## config.mk

```make
export PLATFORM = sky130hd
export DESIGN_NAME = fse_top
export DESIGN_NICKNAME = d
export VERILOG_FILES = /design/src/design/fse_pkg.sv /design/src/design/fse_det_if.sv /design/src/design/fse_sync.sv /design/src/design/fse_case_sel.sv /design/src/design/fse_top.sv
export SDC_FILE = /design/constraint.sdc
export NUM_CORES = 1
export LEC_CHECK = 0
export BUFFER_PORTS_ARGS = -buffer_cell sky130_fd_sc_hd__buf_4
export CAP_MARGIN = 20
export CORE_MARGIN = 5
export CORE_UTILIZATION = 23
export DETAILED_ROUTE_END_ITERATION = 10
export HOLD_SLACK_MARGIN = 0.1
export SLEW_MARGIN = 5
export SYNTH_ARGS = -nofsm -noshare
export SYNTH_HDL_FRONTEND = slang
export SYNTH_HIERARCHICAL = 1
export SYNTH_SLANG_ARGS = --single-unit
```

## constraint.sdc

```tcl
create_clock -name clk_i -period 4.43 [get_ports clk_i]
set_input_delay 0.886 -clock clk_i [delete_from_list [all_inputs] [get_ports clk_i]]
set_output_delay 0.886 -clock clk_i [all_outputs]
set_load 0.005 [all_outputs]
```

## src/design/fse_pkg.sv

```systemverilog
// Package of constants and types for the field set evaluation block
package fse_pkg;
    // Register byte offsets
    localparam logic [7:0] OFF_CTRL     = 8'h00;
    localparam logic [7:0] OFF_CASEDEF  = 8'h04;
    localparam logic [7:0] OFF_STATUS   = 8'h08;
    localparam logic [7:0] OFF_IRQ_STAT = 8'h0c;
    localparam logic [7:0] OFF_IRQ_EN   = 8'h10;
    localparam logic [7:0] OFF_IRQ_CLR  = 8'h14;
    // Control field positions
    localparam int CTRL_MULTI    = 0;
    localparam int CTRL_ONEHOT   = 1;
    localparam int CTRL_SLOWRESP = 2;
    localparam int CTRL_INTERIOR = 3;
    localparam int CTRL_SIMUL    = 4;
    // Reset values
    localparam logic [31:0] CTRL_RST    = 32'h0000_0000;
    localparam logic [31:0] CASEDEF_RST = 32'h0000_000f;
    // Interrupt event bit positions
    localparam int EV_PROT  = 0;
    localparam int EV_WARN  = 1;
    localparam int EV_FAULT = 2;
    localparam int EV_RESTART = 3;
    localparam int NUM_EV   = 4;
    // Case count and selection width
    localparam int NUM_CASES = 4;
    localparam int SEL_W     = 2;
    // Response times in ms and clock rate
    localparam int RESP_FAST_MS = 60;
    localparam int RESP_SLOW_MS = 120;
    localparam int CLK_KHZ      = 100000;
    localparam int RESP_FAST_CYC = RESP_FAST_MS * CLK_KHZ;
    localparam int RESP_SLOW_CYC = RESP_SLOW_MS * CLK_KHZ;
    localparam int CNT_W         = 24;
    // Evaluation states
    typedef enum logic [1:0] {
        FSE_RUN,
        FSE_TRIPPED,
        FSE_FAULT
    } fse_state_t;
endpackage

```

## src/design/fse_det_if.sv

```systemverilog
// Interface carrying detection results between the block's modules
`timescale 1ns/1ps
`default_nettype none
interface fse_det_if;
    logic [3:0] prot_hit;   // Protective field hit per case
    logic [3:0] warn_hit;   // Warning field hit per case
    logic [1:0] case_idx;   // Active case index
    logic       sel_fault;  // Selection coding fault
    modport src (output prot_hit, warn_hit, case_idx, sel_fault);
    modport dst (input prot_hit, warn_hit, case_idx, sel_fault);
endinterface
`default_nettype wire

```

## src/design/fse_sync.sv

```systemverilog
// Two flip-flop synchroniser for asynchronous pin inputs
`timescale 1ns/1ps
`default_nettype none
module fse_sync #(
    parameter int W = 1
) (
    input  wire logic         clk_i,
    input  wire logic         reset_i,
    input  wire logic [W-1:0] d_i,
    output logic      [W-1:0] q_o
);
    logic [W-1:0] meta_q;
    logic [W-1:0] meta_d;
    logic [W-1:0] sync_q;

    // Next value of the first stage
    always_comb begin
        meta_d = d_i;
    end

    // Register the two stages
    always_ff @(posedge clk_i or posedge reset_i) begin
        if (reset_i) begin
            meta_q <= '0;
            sync_q <= '0;
        end else begin
            meta_q <= meta_d;
            sync_q <= meta_q;
        end
    end

    assign q_o = sync_q;
endmodule
`default_nettype wire

```

## src/design/fse_case_sel.sv

```systemverilog
// Case selection decoder and registering of the protective and warning detection inputs for all cases
`timescale 1ns/1ps
`default_nettype none
module fse_case_sel (
    input  wire logic       clk_i,
    input  wire logic       reset_i,
    input  wire logic       multi_i,
    input  wire logic       onehot_i,
    input  wire logic [3:0] case_def_i,
    input  wire logic [3:0] sel_a_i,
    input  wire logic [3:0] prot_i,
    input  wire logic [3:0] warn_i,
    fse_det_if.src          det
);
    logic [1:0] idx_q;
    logic [1:0] idx_d;
    logic       flt_q;
    logic       flt_d;
    logic [3:0] ph_q;
    logic [3:0] ph_d;
    logic [3:0] wh_q;
    logic [3:0] wh_d;

    // Decode the selection pins into a case and check coding
    always_comb begin
        idx_d = 2'h0;
        flt_d = 1'b0;
        if (multi_i) begin
            if (!onehot_i) begin
                // Complementary pairs: bits 0/1 and 2/3 must differ
                flt_d = (sel_a_i[0] == sel_a_i[1]) || (sel_a_i[2] == sel_a_i[3]); // RULE5 RULE11
                idx_d = {sel_a_i[2], sel_a_i[0]};
            end else begin
                // One-hot: exactly one of four active
                case (sel_a_i)
                    4'h1: idx_d = 2'h0;
                    4'h2: idx_d = 2'h1;
                    4'h4: idx_d = 2'h2;
                    4'h8: idx_d = 2'h3;
                    default: flt_d = 1'b1; // RULE5 RULE11
                endcase
            end
            if (!case_def_i[idx_d]) begin
                flt_d = 1'b1; // RULE11
            end
        end
        // Single-case variant never switches
        if (!multi_i) begin
            idx_d = 2'h0; // RULE9
        end
        ph_d = prot_i;
        wh_d = warn_i;
    end

    // Register the decode
    always_ff @(posedge clk_i or posedge reset_i) begin
        if (reset_i) begin
            idx_q <= 2'h0;
            flt_q <= 1'b1;
            ph_q  <= 4'h0;
            wh_q  <= 4'h0;
        end else begin
            idx_q <= idx_d; // RULE3
            flt_q <= flt_d;
            ph_q  <= ph_d;
            wh_q  <= wh_d;
        end
    end

    assign det.case_idx  = idx_q;
    assign det.sel_fault = flt_q;
    assign det.prot_hit  = ph_q;
    assign det.warn_hit  = wh_q;
endmodule
`default_nettype wire

```

## src/design/fse_top.sv

```systemverilog
// Field set evaluation: output switching, diagnostics and AHB-Lite registers
`timescale 1ns/1ps
`default_nettype none
// Contract
// RULE1 - Object in active protective field switches safety outputs off.
// RULE2 - Object in warning field raises warning, outputs stay on.
// RULE3 - Four cases, chosen at run time by static selection levels.
// RULE4 - Each case: selection condition, field pair, optional simultaneous pair without outputs.
// RULE5 - Two selection inputs, complementary or one-hot; single-case variant has none.
// RULE6 - One safety output pair shared by all cases.
// RULE7 - Three diagnostics: warning, restart button pressed, error or contamination.
// RULE8 - Interior use: restart only with protective field clear.
// RULE9 - Single-case variant: one field set, no switching; multi: up to four.
// RULE10 - Response time selectable: 60 ms or 120 ms.
// RULE11 - Undefined or badly coded selection is a fault; outputs off.
module fse_top #(
    parameter int RESP_FAST = fse_pkg::RESP_FAST_CYC,
    parameter int RESP_SLOW = fse_pkg::RESP_SLOW_CYC
) (
    input  wire logic        clk_i,
    input  wire logic        reset_i,
    // AHB-Lite slave
    input  wire logic        hsel_i,
    input  wire logic [7:0]  haddr_i,
    input  wire logic [1:0]  htrans_i,
    input  wire logic        hwrite_i,
    input  wire logic [2:0]  hsize_i,
    input  wire logic        hready_i,
    input  wire logic [31:0] hwdata_i,
    output logic      [31:0] hrdata_o,
    output logic             hreadyout_o,
    output logic             hresp_o,
    // Pins
    input  wire logic [3:0]  case_sel_i,
    input  wire logic [3:0]  prot_det_i,
    input  wire logic [3:0]  warn_det_i,
    input  wire logic [3:0]  simul_det_i,
    input  wire logic        restart_btn_i,
    input  wire logic        contam_i,
    output logic       [1:0] safety_switch_output_o,
    output logic             diag_warn_o,
    output logic             diag_button_o,
    output logic             diag_error_o,
    output logic             irq_o
);
    logic [3:0] sel_s;
    logic [3:0] prot_s;
    logic [3:0] warn_s;
    logic [3:0] simul_s;
    logic       btn_s;
    logic       contam_s;

    fse_det_if det ();

    // Synchronise all pin inputs
    fse_sync #(.W(18)) u_sync (
        .clk_i   (clk_i),
        .reset_i (reset_i),
        .d_i     ({case_sel_i, prot_det_i, warn_det_i, simul_det_i, restart_btn_i, contam_i}),
        .q_o     ({sel_s, prot_s, warn_s, simul_s, btn_s, contam_s})
    );

    logic [31:0] ctrl_q;
    logic [31:0] ctrl_d;
    logic [3:0]  casedef_q;
    logic [3:0]  casedef_d;

    fse_case_sel u_sel (
        .clk_i      (clk_i),
        .reset_i    (reset_i),
        .multi_i    (ctrl_q[fse_pkg::CTRL_MULTI]),
        .onehot_i   (ctrl_q[fse_pkg::CTRL_ONEHOT]),
        .case_def_i (casedef_q),
        .sel_a_i    (sel_s),
        .prot_i     (prot_s),
        .warn_i     (warn_s),
        .det        (det.src)
    );

    // Evaluation of the active case
    logic prot_now;
    logic warn_now;
    logic simul_now;
    always_comb begin
        prot_now  = det.prot_hit[det.case_idx]; // RULE4
        warn_now  = det.warn_hit[det.case_idx]; // RULE4
        // Simultaneous pair only reported, never switches outputs
        simul_now = ctrl_q[fse_pkg::CTRL_SIMUL] && simul_s[det.case_idx]; // RULE4
    end

    // Response time counter and output state machine
    fse_pkg::fse_state_t st_q;
    fse_pkg::fse_state_t st_d;
    logic [31:0] rt_q;
    logic [31:0] rt_d;
    logic [1:0]  oss_q;
    logic [1:0]  oss_d;
    logic        restart_ev;
    logic [31:0] resp_lim;

    always_comb begin
        resp_lim = ctrl_q[fse_pkg::CTRL_SLOWRESP] ? 32'(RESP_SLOW) : 32'(RESP_FAST); // RULE10
        st_d       = st_q;
        rt_d       = rt_q;
        restart_ev = 1'b0;
        case (st_q)
            fse_pkg::FSE_RUN: begin
                if (det.sel_fault) begin
                    st_d = fse_pkg::FSE_FAULT; // RULE11
                end else if (prot_now) begin
                    // Confirm the intrusion over the response window
                    if (rt_q >= resp_lim - 32'h1) begin
                        st_d = fse_pkg::FSE_TRIPPED; // RULE1
                        rt_d = 32'h0;
                    end else begin
                        rt_d = rt_q + 32'h1; // RULE10
                    end
                end else begin
                    rt_d = 32'h0;
                end
            end
            fse_pkg::FSE_TRIPPED, fse_pkg::FSE_FAULT: begin
                rt_d = 32'h0;
                // Restart allowed only with clear field and good selection
                if (btn_s && !prot_now && !det.sel_fault) begin // RULE8
                    st_d       = fse_pkg::FSE_RUN;
                    restart_ev = 1'b1;
                end else if (!ctrl_q[fse_pkg::CTRL_INTERIOR] && !prot_now && !det.sel_fault
                             && st_q == fse_pkg::FSE_TRIPPED) begin
                    st_d       = fse_pkg::FSE_RUN;
                end
            end
            default: begin
                st_d = fse_pkg::FSE_FAULT;
            end
        endcase
        // One shared pair for every case
        oss_d = (st_d == fse_pkg::FSE_RUN) ? 2'h3 : 2'h0; // RULE6 RULE1
    end

    always_ff @(posedge clk_i or posedge reset_i) begin
        if (reset_i) begin
            st_q  <= fse_pkg::FSE_FAULT;
            rt_q  <= 32'h0;
            oss_q <= 2'h0;
        end else begin
            st_q  <= st_d;
            rt_q  <= rt_d;
            oss_q <= oss_d;
        end
    end

    // Diagnostic outputs
    logic dw_q;
    logic dw_d;
    logic db_q;
    logic db_d;
    logic de_q;
    logic de_d;
    always_comb begin
        dw_d = warn_now || simul_now; // RULE2 RULE7
        db_d = btn_s; // RULE7
        de_d = det.sel_fault || contam_s; // RULE7
    end

    always_ff @(posedge clk_i or posedge reset_i) begin
        if (reset_i) begin
            dw_q <= 1'b0;
            db_q <= 1'b0;
            de_q <= 1'b1;
        end else begin
            dw_q <= dw_d;
            db_q <= db_d;
            de_q <= de_d;
        end
    end

    // AHB-Lite address phase capture
    logic       wr_pend_q;
    logic       wr_pend_d;
    logic [7:0] addr_q;
    logic [7:0] addr_d;
    logic       rd_pend_d;
    logic       take;
    always_comb begin
        take      = hsel_i && hready_i && htrans_i[1];
        wr_pend_d = take && hwrite_i;
        rd_pend_d = take && !hwrite_i;
        addr_d    = take ? haddr_i : addr_q;
    end

    // Register writes and sticky interrupt status
    logic [fse_pkg::NUM_EV-1:0] ist_q;
    logic [fse_pkg::NUM_EV-1:0] ist_d;
    logic [fse_pkg::NUM_EV-1:0] ien_q;
    logic [fse_pkg::NUM_EV-1:0] ien_d;
    logic [fse_pkg::NUM_EV-1:0] ev;
    logic                       irq_d;
    logic                       irq_q;
    always_comb begin
        ctrl_d    = ctrl_q;
        casedef_d = casedef_q;
        ien_d     = ien_q;
        ist_d     = ist_q;
        ev        = '0;
        ev[fse_pkg::EV_PROT]    = prot_now;
        ev[fse_pkg::EV_WARN]    = warn_now;
        ev[fse_pkg::EV_FAULT]   = det.sel_fault || contam_s;
        ev[fse_pkg::EV_RESTART] = restart_ev;
        if (wr_pend_q) begin
            case (addr_q)
                fse_pkg::OFF_CTRL:    ctrl_d    = hwdata_i;
                fse_pkg::OFF_CASEDEF: casedef_d = hwdata_i[3:0];
                fse_pkg::OFF_IRQ_EN:  ien_d     = hwdata_i[fse_pkg::NUM_EV-1:0];
                fse_pkg::OFF_IRQ_CLR: ist_d     = ist_q & ~hwdata_i[fse_pkg::NUM_EV-1:0];
                default: ;
            endcase
        end
        // Set wins over clear
        ist_d = ist_d | ev;
        irq_d = |(ist_d & ien_d);
    end

    // Read data mux
    logic [31:0] rdata_d;
    logic [31:0] rdata_q;
    always_comb begin
        rdata_d = 32'h0;
        if (rd_pend_d) begin
            case (haddr_i)
                fse_pkg::OFF_CTRL:     rdata_d = ctrl_q;
                fse_pkg::OFF_CASEDEF:  rdata_d = {28'h0, casedef_q};
                fse_pkg::OFF_STATUS:   rdata_d = {22'h0, det.case_idx, st_q, oss_q, db_q, dw_q, de_q, prot_now};
                fse_pkg::OFF_IRQ_STAT: rdata_d = {28'h0, ist_q};
                fse_pkg::OFF_IRQ_EN:   rdata_d = {28'h0, ien_q};
                default:               rdata_d = 32'h0;
            endcase
        end
    end

    always_ff @(posedge clk_i or posedge reset_i) begin
        if (reset_i) begin
            ctrl_q    <= fse_pkg::CTRL_RST;
            casedef_q <= fse_pkg::CASEDEF_RST[3:0];
            ien_q     <= '0;
            ist_q     <= '0;
            irq_q     <= 1'b0;
            wr_pend_q <= 1'b0;
            addr_q    <= 8'h0;
            rdata_q   <= 32'h0;
        end else begin
            ctrl_q    <= ctrl_d;
            casedef_q <= casedef_d;
            ien_q     <= ien_d;
            ist_q     <= ist_d;
            irq_q     <= irq_d;
            wr_pend_q <= wr_pend_d;
            addr_q    <= addr_d;
            rdata_q   <= rdata_d;
        end
    end

    // Outputs straight from flip-flops, except hreadyout_o and hresp_o tied to constants
    assign hrdata_o               = rdata_q;
    assign hreadyout_o            = 1'b1;
    assign hresp_o                = 1'b0;
    assign safety_switch_output_o = oss_q;
    assign diag_warn_o            = dw_q;
    assign diag_button_o          = db_q;
    assign diag_error_o           = de_q;
    assign irq_o                  = irq_q;
endmodule
`default_nettype wire

```

Word-level counts from Yosys, hierarchy flattened
Cells that the tools add are included.
{ "word_totals": {"ff_bits": 172, "latch_bits": 0, "mem_bits_rw": 0, "romBits": 0, "inputBits": 68, "output_inout_bits": 40, "wordCells": 109, "memories": 0} }
{ "classes": {"n_addsub": 2, "mul": 0, "n_div": 0, "magnitude_cmp": 3, "n_eq_ne": 16, "n_shift": 0, "n_mux": 36, "bitwise": 4, "n_reduce_logical": 28} }
{ "op_table": {"columns": ["operator", "n"], "rows": [
  ["$pmux W32 S5", 1],
  ["$mux W32", 4],
  ["$pmux W32 S2", 1],
  ["$add A32 B1 Y32 const B", 1],
  ["$ge A32 B32 Y1", 1],
  ["$sub A24 B1 Y25 const B", 1],
  ["$eq A8 B5 Y1 const B", 3],
  ["$mux W24", 1],
  ["$mux W2", 9],
  ["$eq A8 B3 Y1 const B", 2],
  ["$eq A8 B4 Y1 const B", 2],
  ["$logic_not A8 Y1", 2],
  ["$mux W4", 4],
  ["$logic_and A1 B1 Y1", 10],
  ["$mux W1", 10],
  ["$and A4 B4 Y4", 2],
  ["$bmux W1 S2", 4],
  ["$reduce_or A4 Y1", 2],
  ["$lt A2 B3 Y1 const B", 2],
  ["$pmux W2 S3", 1],
  ["$reduce_and A2 Y1", 3],
  ["$eq A4 B1 Y1 const B", 1],
  ["$eq A4 B2 Y1 const B", 1],
  ["$eq A4 B3 Y1 const B", 1],
  ["other kinds (13)", 20]
]} }

Depth between registers and ports, before layout
{ "logic_depth": {"depth_word": 11, "ltp_mapped": 8, "depth_no_buf": 7} }

By module
The synthesis kept the hierarchy.
{ "by_module_without_submodules": {"columns": ["mod", "instances", "cells_each", "area_per_inst_um2", "seq_area_each_um2"], "rows": [
  ["fse_top", 1, 498, 5735.5, 3110.5],
  ["fse_sync", 1, 37, 904.6, 900.9],
  ["fse_case_sel", 1, 37, 481.7, 276.5]
]} }

Worst setup path after synthesis
Ideal clock, no wire load.
{ "synth_timing": {"path_kind": "flip-flop to flip-flop", "startpoint": "reg ctrl_q[2]", "endpoint": "reg rt_q[14]", "setup_time_ns": 0.087, "arrival_time_ns": 2.301, "required_ns": 4.343, "path_slack_ns": 2.042, "stages_incl_launch_ff": 9, "n_path_buf": 1, "period_less_slack_ns": 2.388, "cell_sequence": "dfrtp_1 > inv_1 > ha_1 > nand4_1 > o22ai_1 > nor3_1 > clkbuf_1 > nand3_1 > o211ai_1"} }
{ "synth_via": {"elab_chain_len": 7} }
{ "synth_rtl": {"columns": ["element", "line", "source"], "rows": [
  ["from (decl)", "fse_top.sv:63", "logic [31:0] ctrl_q;"],
  ["from (signal assigned)", "fse_top.sv:243", "ctrl_q <= fse_pkg::CTRL_RST;"],
  ["from (signal assigned)", "fse_top.sv:252", "ctrl_q <= ctrl_d;"],
  ["$mux W24", "fse_top.sv:102", "resp_lim = ctrl_q[fse_pkg::CTRL_SLOWRESP] ? 32'(RESP_SLOW) : 32'(RESP_FAST);"],
  ["$sub A24 B1 Y25", "fse_top.sv:112", "if (rt_q >= resp_lim - 32'h1) begin"],
  ["$ge A32 B32 Y1", "fse_top.sv:112", null],
  ["$mux W32", "fse_top.sv:112", null],
  ["$mux W32", "fse_top.sv:110", "end else if (prot_now) begin"],
  ["$mux W32", "fse_top.sv:108", "if (det.sel_fault) begin"],
  ["$pmux W32 S2", "fse_top.sv:106", "case (st_q)"],
  ["to (signal assigned)", "fse_top.sv:148", "rt_q <= rt_d;"],
  ["to (decl)", "fse_top.sv:94", "logic [31:0] rt_q;"]
]} }
Every way passes these cells. The select of a mux whose other input is x is not followed.
A chain may end at the register's enable or synchronous reset.

Worst setup path in the final report
{ "layout_timing": {"startpoint": "reg ctrl_q[2]", "endpoint": "reg rt_q[6]"} }
The elaborated chain is that of the path after synthesis.

==> results by group <==
Die
  – Starting Density: a little under a quarter
  – I/O pin total: between 100 and 150
  – Core Area: 0.03059 mm^2
  – Die area: 0.03458 mm^2
  – Rows: 64
  – Die Width: ~190 um
  – Die height: 186.0 um

Yosys
  – Syn Area/Cell: approximately 12 um^2
  – Synth Area in Adders: about 3.7%
  – XOR/XNOR Fraction of Synth Area: 0.1230%
  – Gate Count Post-Synth: roughly 570
  – Compound-cell area share of the yosys netlist: 10.12%
  – Post-synthesis sequential area ratio: about 60%
  – Syn Std Cell Area: a little over 0.007 mm^2
  – Post-Synth Simple-Gate Area: between 10% and 20%
  – Largest family of logic cells by synthesized area: simple AND/OR/NAND/NOR gates
  – FF+latch count, synth: about 170
  – Post-Syn Nets: around 660
  – Asr flop ratio synth: 100.0%
  – Synth warn: 6
  – Top FF cell, synth: dfrtp_1
  – Post-synth EDFFs: 0
  – Mux contribution to synthesized area: 9.540%
  – Synth cell types: 56

Detailed routing
  – ANT nets after route: 0
  – Total number of vias: a little under 5000
  – TritonRoute pass-1 iters: 4
  – Aggregate routed wire length: between 15 and 20 mm
  – DR vias/cell: approximately 4.5
  – DR iter-0 viols: between 200 and 250
  – DRC Markers: 0
  – WL/cell: roughly 15 um

Global route
  – Initial antenna violation count: 0
  – Largest net degree at the start of global routing: 86
  – GRT Util Overall: around a tenth
  – Global route overflow: 0
  – Vias in the first global route: 5001
  – Met1 Resource Use GR: between 10 and 15%
  – Met3 Usage GRT: 2.619%
  – First-pass GRT wire length: about 27 mm
  – Gr busiest metal: met2
  – Global Route met2 Usage: ~16%

Worst setup path
  – Crit-path max FO: 21
  – Critical Path End Type: flip-flop
  – Critical path startpoint category: flip-flop
  – CP Data Arrival Time: 3.07 ns
  – Crit Path Class: reg2reg
  – CP required: between 4 and 5 ns

Placed design
  – Post-Place Cells: 1054
  – Placer congestion estimate: between 0.7 and 0.8
  – Post-Place Worst Slack: approximately 1.2 ns
  – IO Port Bufs: 101
  – Dpl hpwl: 11.85 mm

Power and ir drop
  – Int Pwr: about 2.6 mW
  – Leak: approximately 4.1 nW
  – Power density cells: about 400 mW/mm^2
  – Switching power total: about 900 uW
  – Clk network pwr share: between 30 and 40%
  – Maximum VDD drop: roughly 0.00029 V
  – Combinational power share: 11.7%
  – Switching share of power: between 20 and 30%
  – Sequential Power Share: between 40% and 50%

Cells and area
  – Flip-flop and latch area: approximately 0.0043 mm^2
  – Fraction of layout cells with a size suffix above 1: 30.54%
  – Most frequent cells in the layout: dfrtp_1, buf_4, mux2_2, nand2_1, and3_1
  – # diodes: 0
  – Multi-input logic area: approximately 0.0027 mm^2
  – Final #Nets: between 700 and 800
  – Final Core Density: about 30%
  – Post-Layout Cell Count: around 1100
  – Most common cell after layout, fill and taps aside: dfrtp_1
  – Area grow syn2layout: 25.53%
  – Filler cells: roughly 3100

STA
  – Setup slack after layout: roughly 1.6 ns
  – Layout Skew: approximately 0.012 ns
  – RSZ-0062 raised after global routing: no
  – Peak Freq: 359.7 MHz
  – Slew headroom: between 50% and 60%
  – Final worst path period need: ~2.8 ns
  – Final Setup Violations: 0
  – Worst-Margin Slew: approximately 0.63 ns
  – Hold Vio Cnt, Final: 0
  – Final worst path period share: approximately 63%
  – Setup TNS: 0 ns
  – Slew Limit Fails: 0

Clocking
  – CTS tree: yes
  – Cts-stage hold buffer count: 0
  – Clock transition at path regs: 0.06 ns
  – Htree depth: 4
  – Sink Count: roughly 170
  – CTS buffer count: 17
  – Setup bufs post-CTS: 0
  – CTS Root Cell: clkbuf_16
  – Clk Latency, worst-skew pair: ~0.42 ns
  – Clock tree buffer depth: 2
  – Post-CTS resize count: 0

Hold path
  – Worst Hold Class: reg2reg

Job
  – Max-cap violations: 0

Run status
  – Status: finished clean
## path summary, 6_finish.rpt
kind                                          to  cells after the start           from  slack, ns
hold reg to reg            u_sel/det.warn_hit[2]                      0  u_sync/q_o[8]       0.35
min in group asynchronous  u_sel/det.case_idx[0]                      2        reset_i       0.48
setup reg to reg                         rt_q[6]                      8      ctrl_q[2]       1.65
setup / recovery                         rt_q[6]                      8      ctrl_q[2]       1.65
hold / removal             u_sel/det.warn_hit[2]                      0  u_sync/q_o[8]       0.35
max in group asynchronous                st_q[1]                      3        reset_i       3.07
## final cells by class
cell class,instances,share of cell area [%]
multi-input combinational,355,29.87
clock inverter,10,1.050
clock buffer,22,5.080
inverter,22,0.9517
tap,396,5.542
timing repair buffer,111,9.545
sequential,171,47.96
## critical path: stages, from the launching register on
cell	delay, ns
dfrtp_1	0.53
inv_1	0.23
ha_1	0.36
nand4_1	0.16
nor4_1	0.48
o21ai_2	0.22
buf_8	0.22
nand3_1	0.30
o21ai_0	0.15
## per-stage QoR
step	cell area [um^2]	hold slack (ns)	power, mW
4_1_cts	8925	0.3489	3.576
6_report	8940	0.3454	3.527
3_5_place_dp	8377	0.3347	2.172
2_1_floorplan	7122	0.3312	2.001
5_1_grt	8940	0.3564	3.697
3_3_place_gp	8377	0.3340	2.160
## flip-flops by register name, indices dropped and copies added (netlist names)
name / cells
addr_q: 8
hrdata_o: 32
diag_warn_o: 1
ist_q: 4
rt_q: 32
ctrl_q: 32
casedef_q: 4
ien_q: 4
diag_error_o: 1
irq_o: 1
u_sel/det.warn_hit: 4
diag_button_o: 1
u_sync/meta_q: 18
safety_switch_output_o: 1
wr_pend_q: 1
u_sel/det.case_idx: 2
u_sync/q_o: 18
u_sel/det.prot_hit: 4
u_sel/det.sel_fault: 1
st_q: 2
## cell usage after synthesis (all sizes together) (2+ instances only)
library cell,instances,area [um^2]
o2111ai,9,78.83
nand4,17,106.4
nor4,10,62.56
mux2,51,574.3
a22oi,13,97.59
clkbuf,16,60.06
a21oi,13,68.82
inv,22,82.58
o31a,6,52.55
a41oi,4,35.03
nor2,23,88.84
ha,21,262.8
nand2,40,150.1
mux4,3,75.07
o22ai,3,18.77
o31ai,4,30.03
and3,25,156.4
and4,4,35.03
and2,13,81.33
a41o,4,40.04
dfrtp,164,4104
a21o,6,45.04
o211ai,5,37.54
or3,3,18.77
nand3,17,85.08
nand2b,4,25.02
dfstp,7,183.9
o21ai,9,45.04
o21a,6,45.04
nor3,13,65.06
buf,8,46.29
or2,3,18.77
mux2i,3,30.03
a22o,6,52.55
conb,2,7.510
## power by group through the flow
| stage | logic (mW) | clock network, mW | registers, mW |
|---|---|---|---|
| 6_report | 0.411 | 1.39 | 1.73 |
| 5_1_grt | 0.463 | 1.49 | 1.74 |
| 4_1_cts | 0.420 | 1.43 | 1.73 |
| 3_5_place_dp | 0.417 | 0 | 1.76 |
| 3_3_place_gp | 0.408 | 0 | 1.75 |
| 2_1_floorplan | 0.274 | 0 | 1.73 |
## kinds of logic (layout without fill, tap and decap cells)
kind of cell               count (synthesis)  count (layout)
DFF                                      171             171
buffers and inverters                     46             165
AOI/OAI and AO/OA                         96              96
muxes                                     57              57
xor gates and xnor gates                   1               1
other                                      2               2
and+or+nand+nor                          178             178
adders and majority gates                 21              21
## per-layer routing
metal / routed length (um) / part of all wire [%]
met5: 0 / 0
met1: 7225 / 44
met2: 7883 / 48
met4: 318 / 1.9
met3: 1115 / 6.7
No activity file was read; power rests on OpenSTA's default activity.
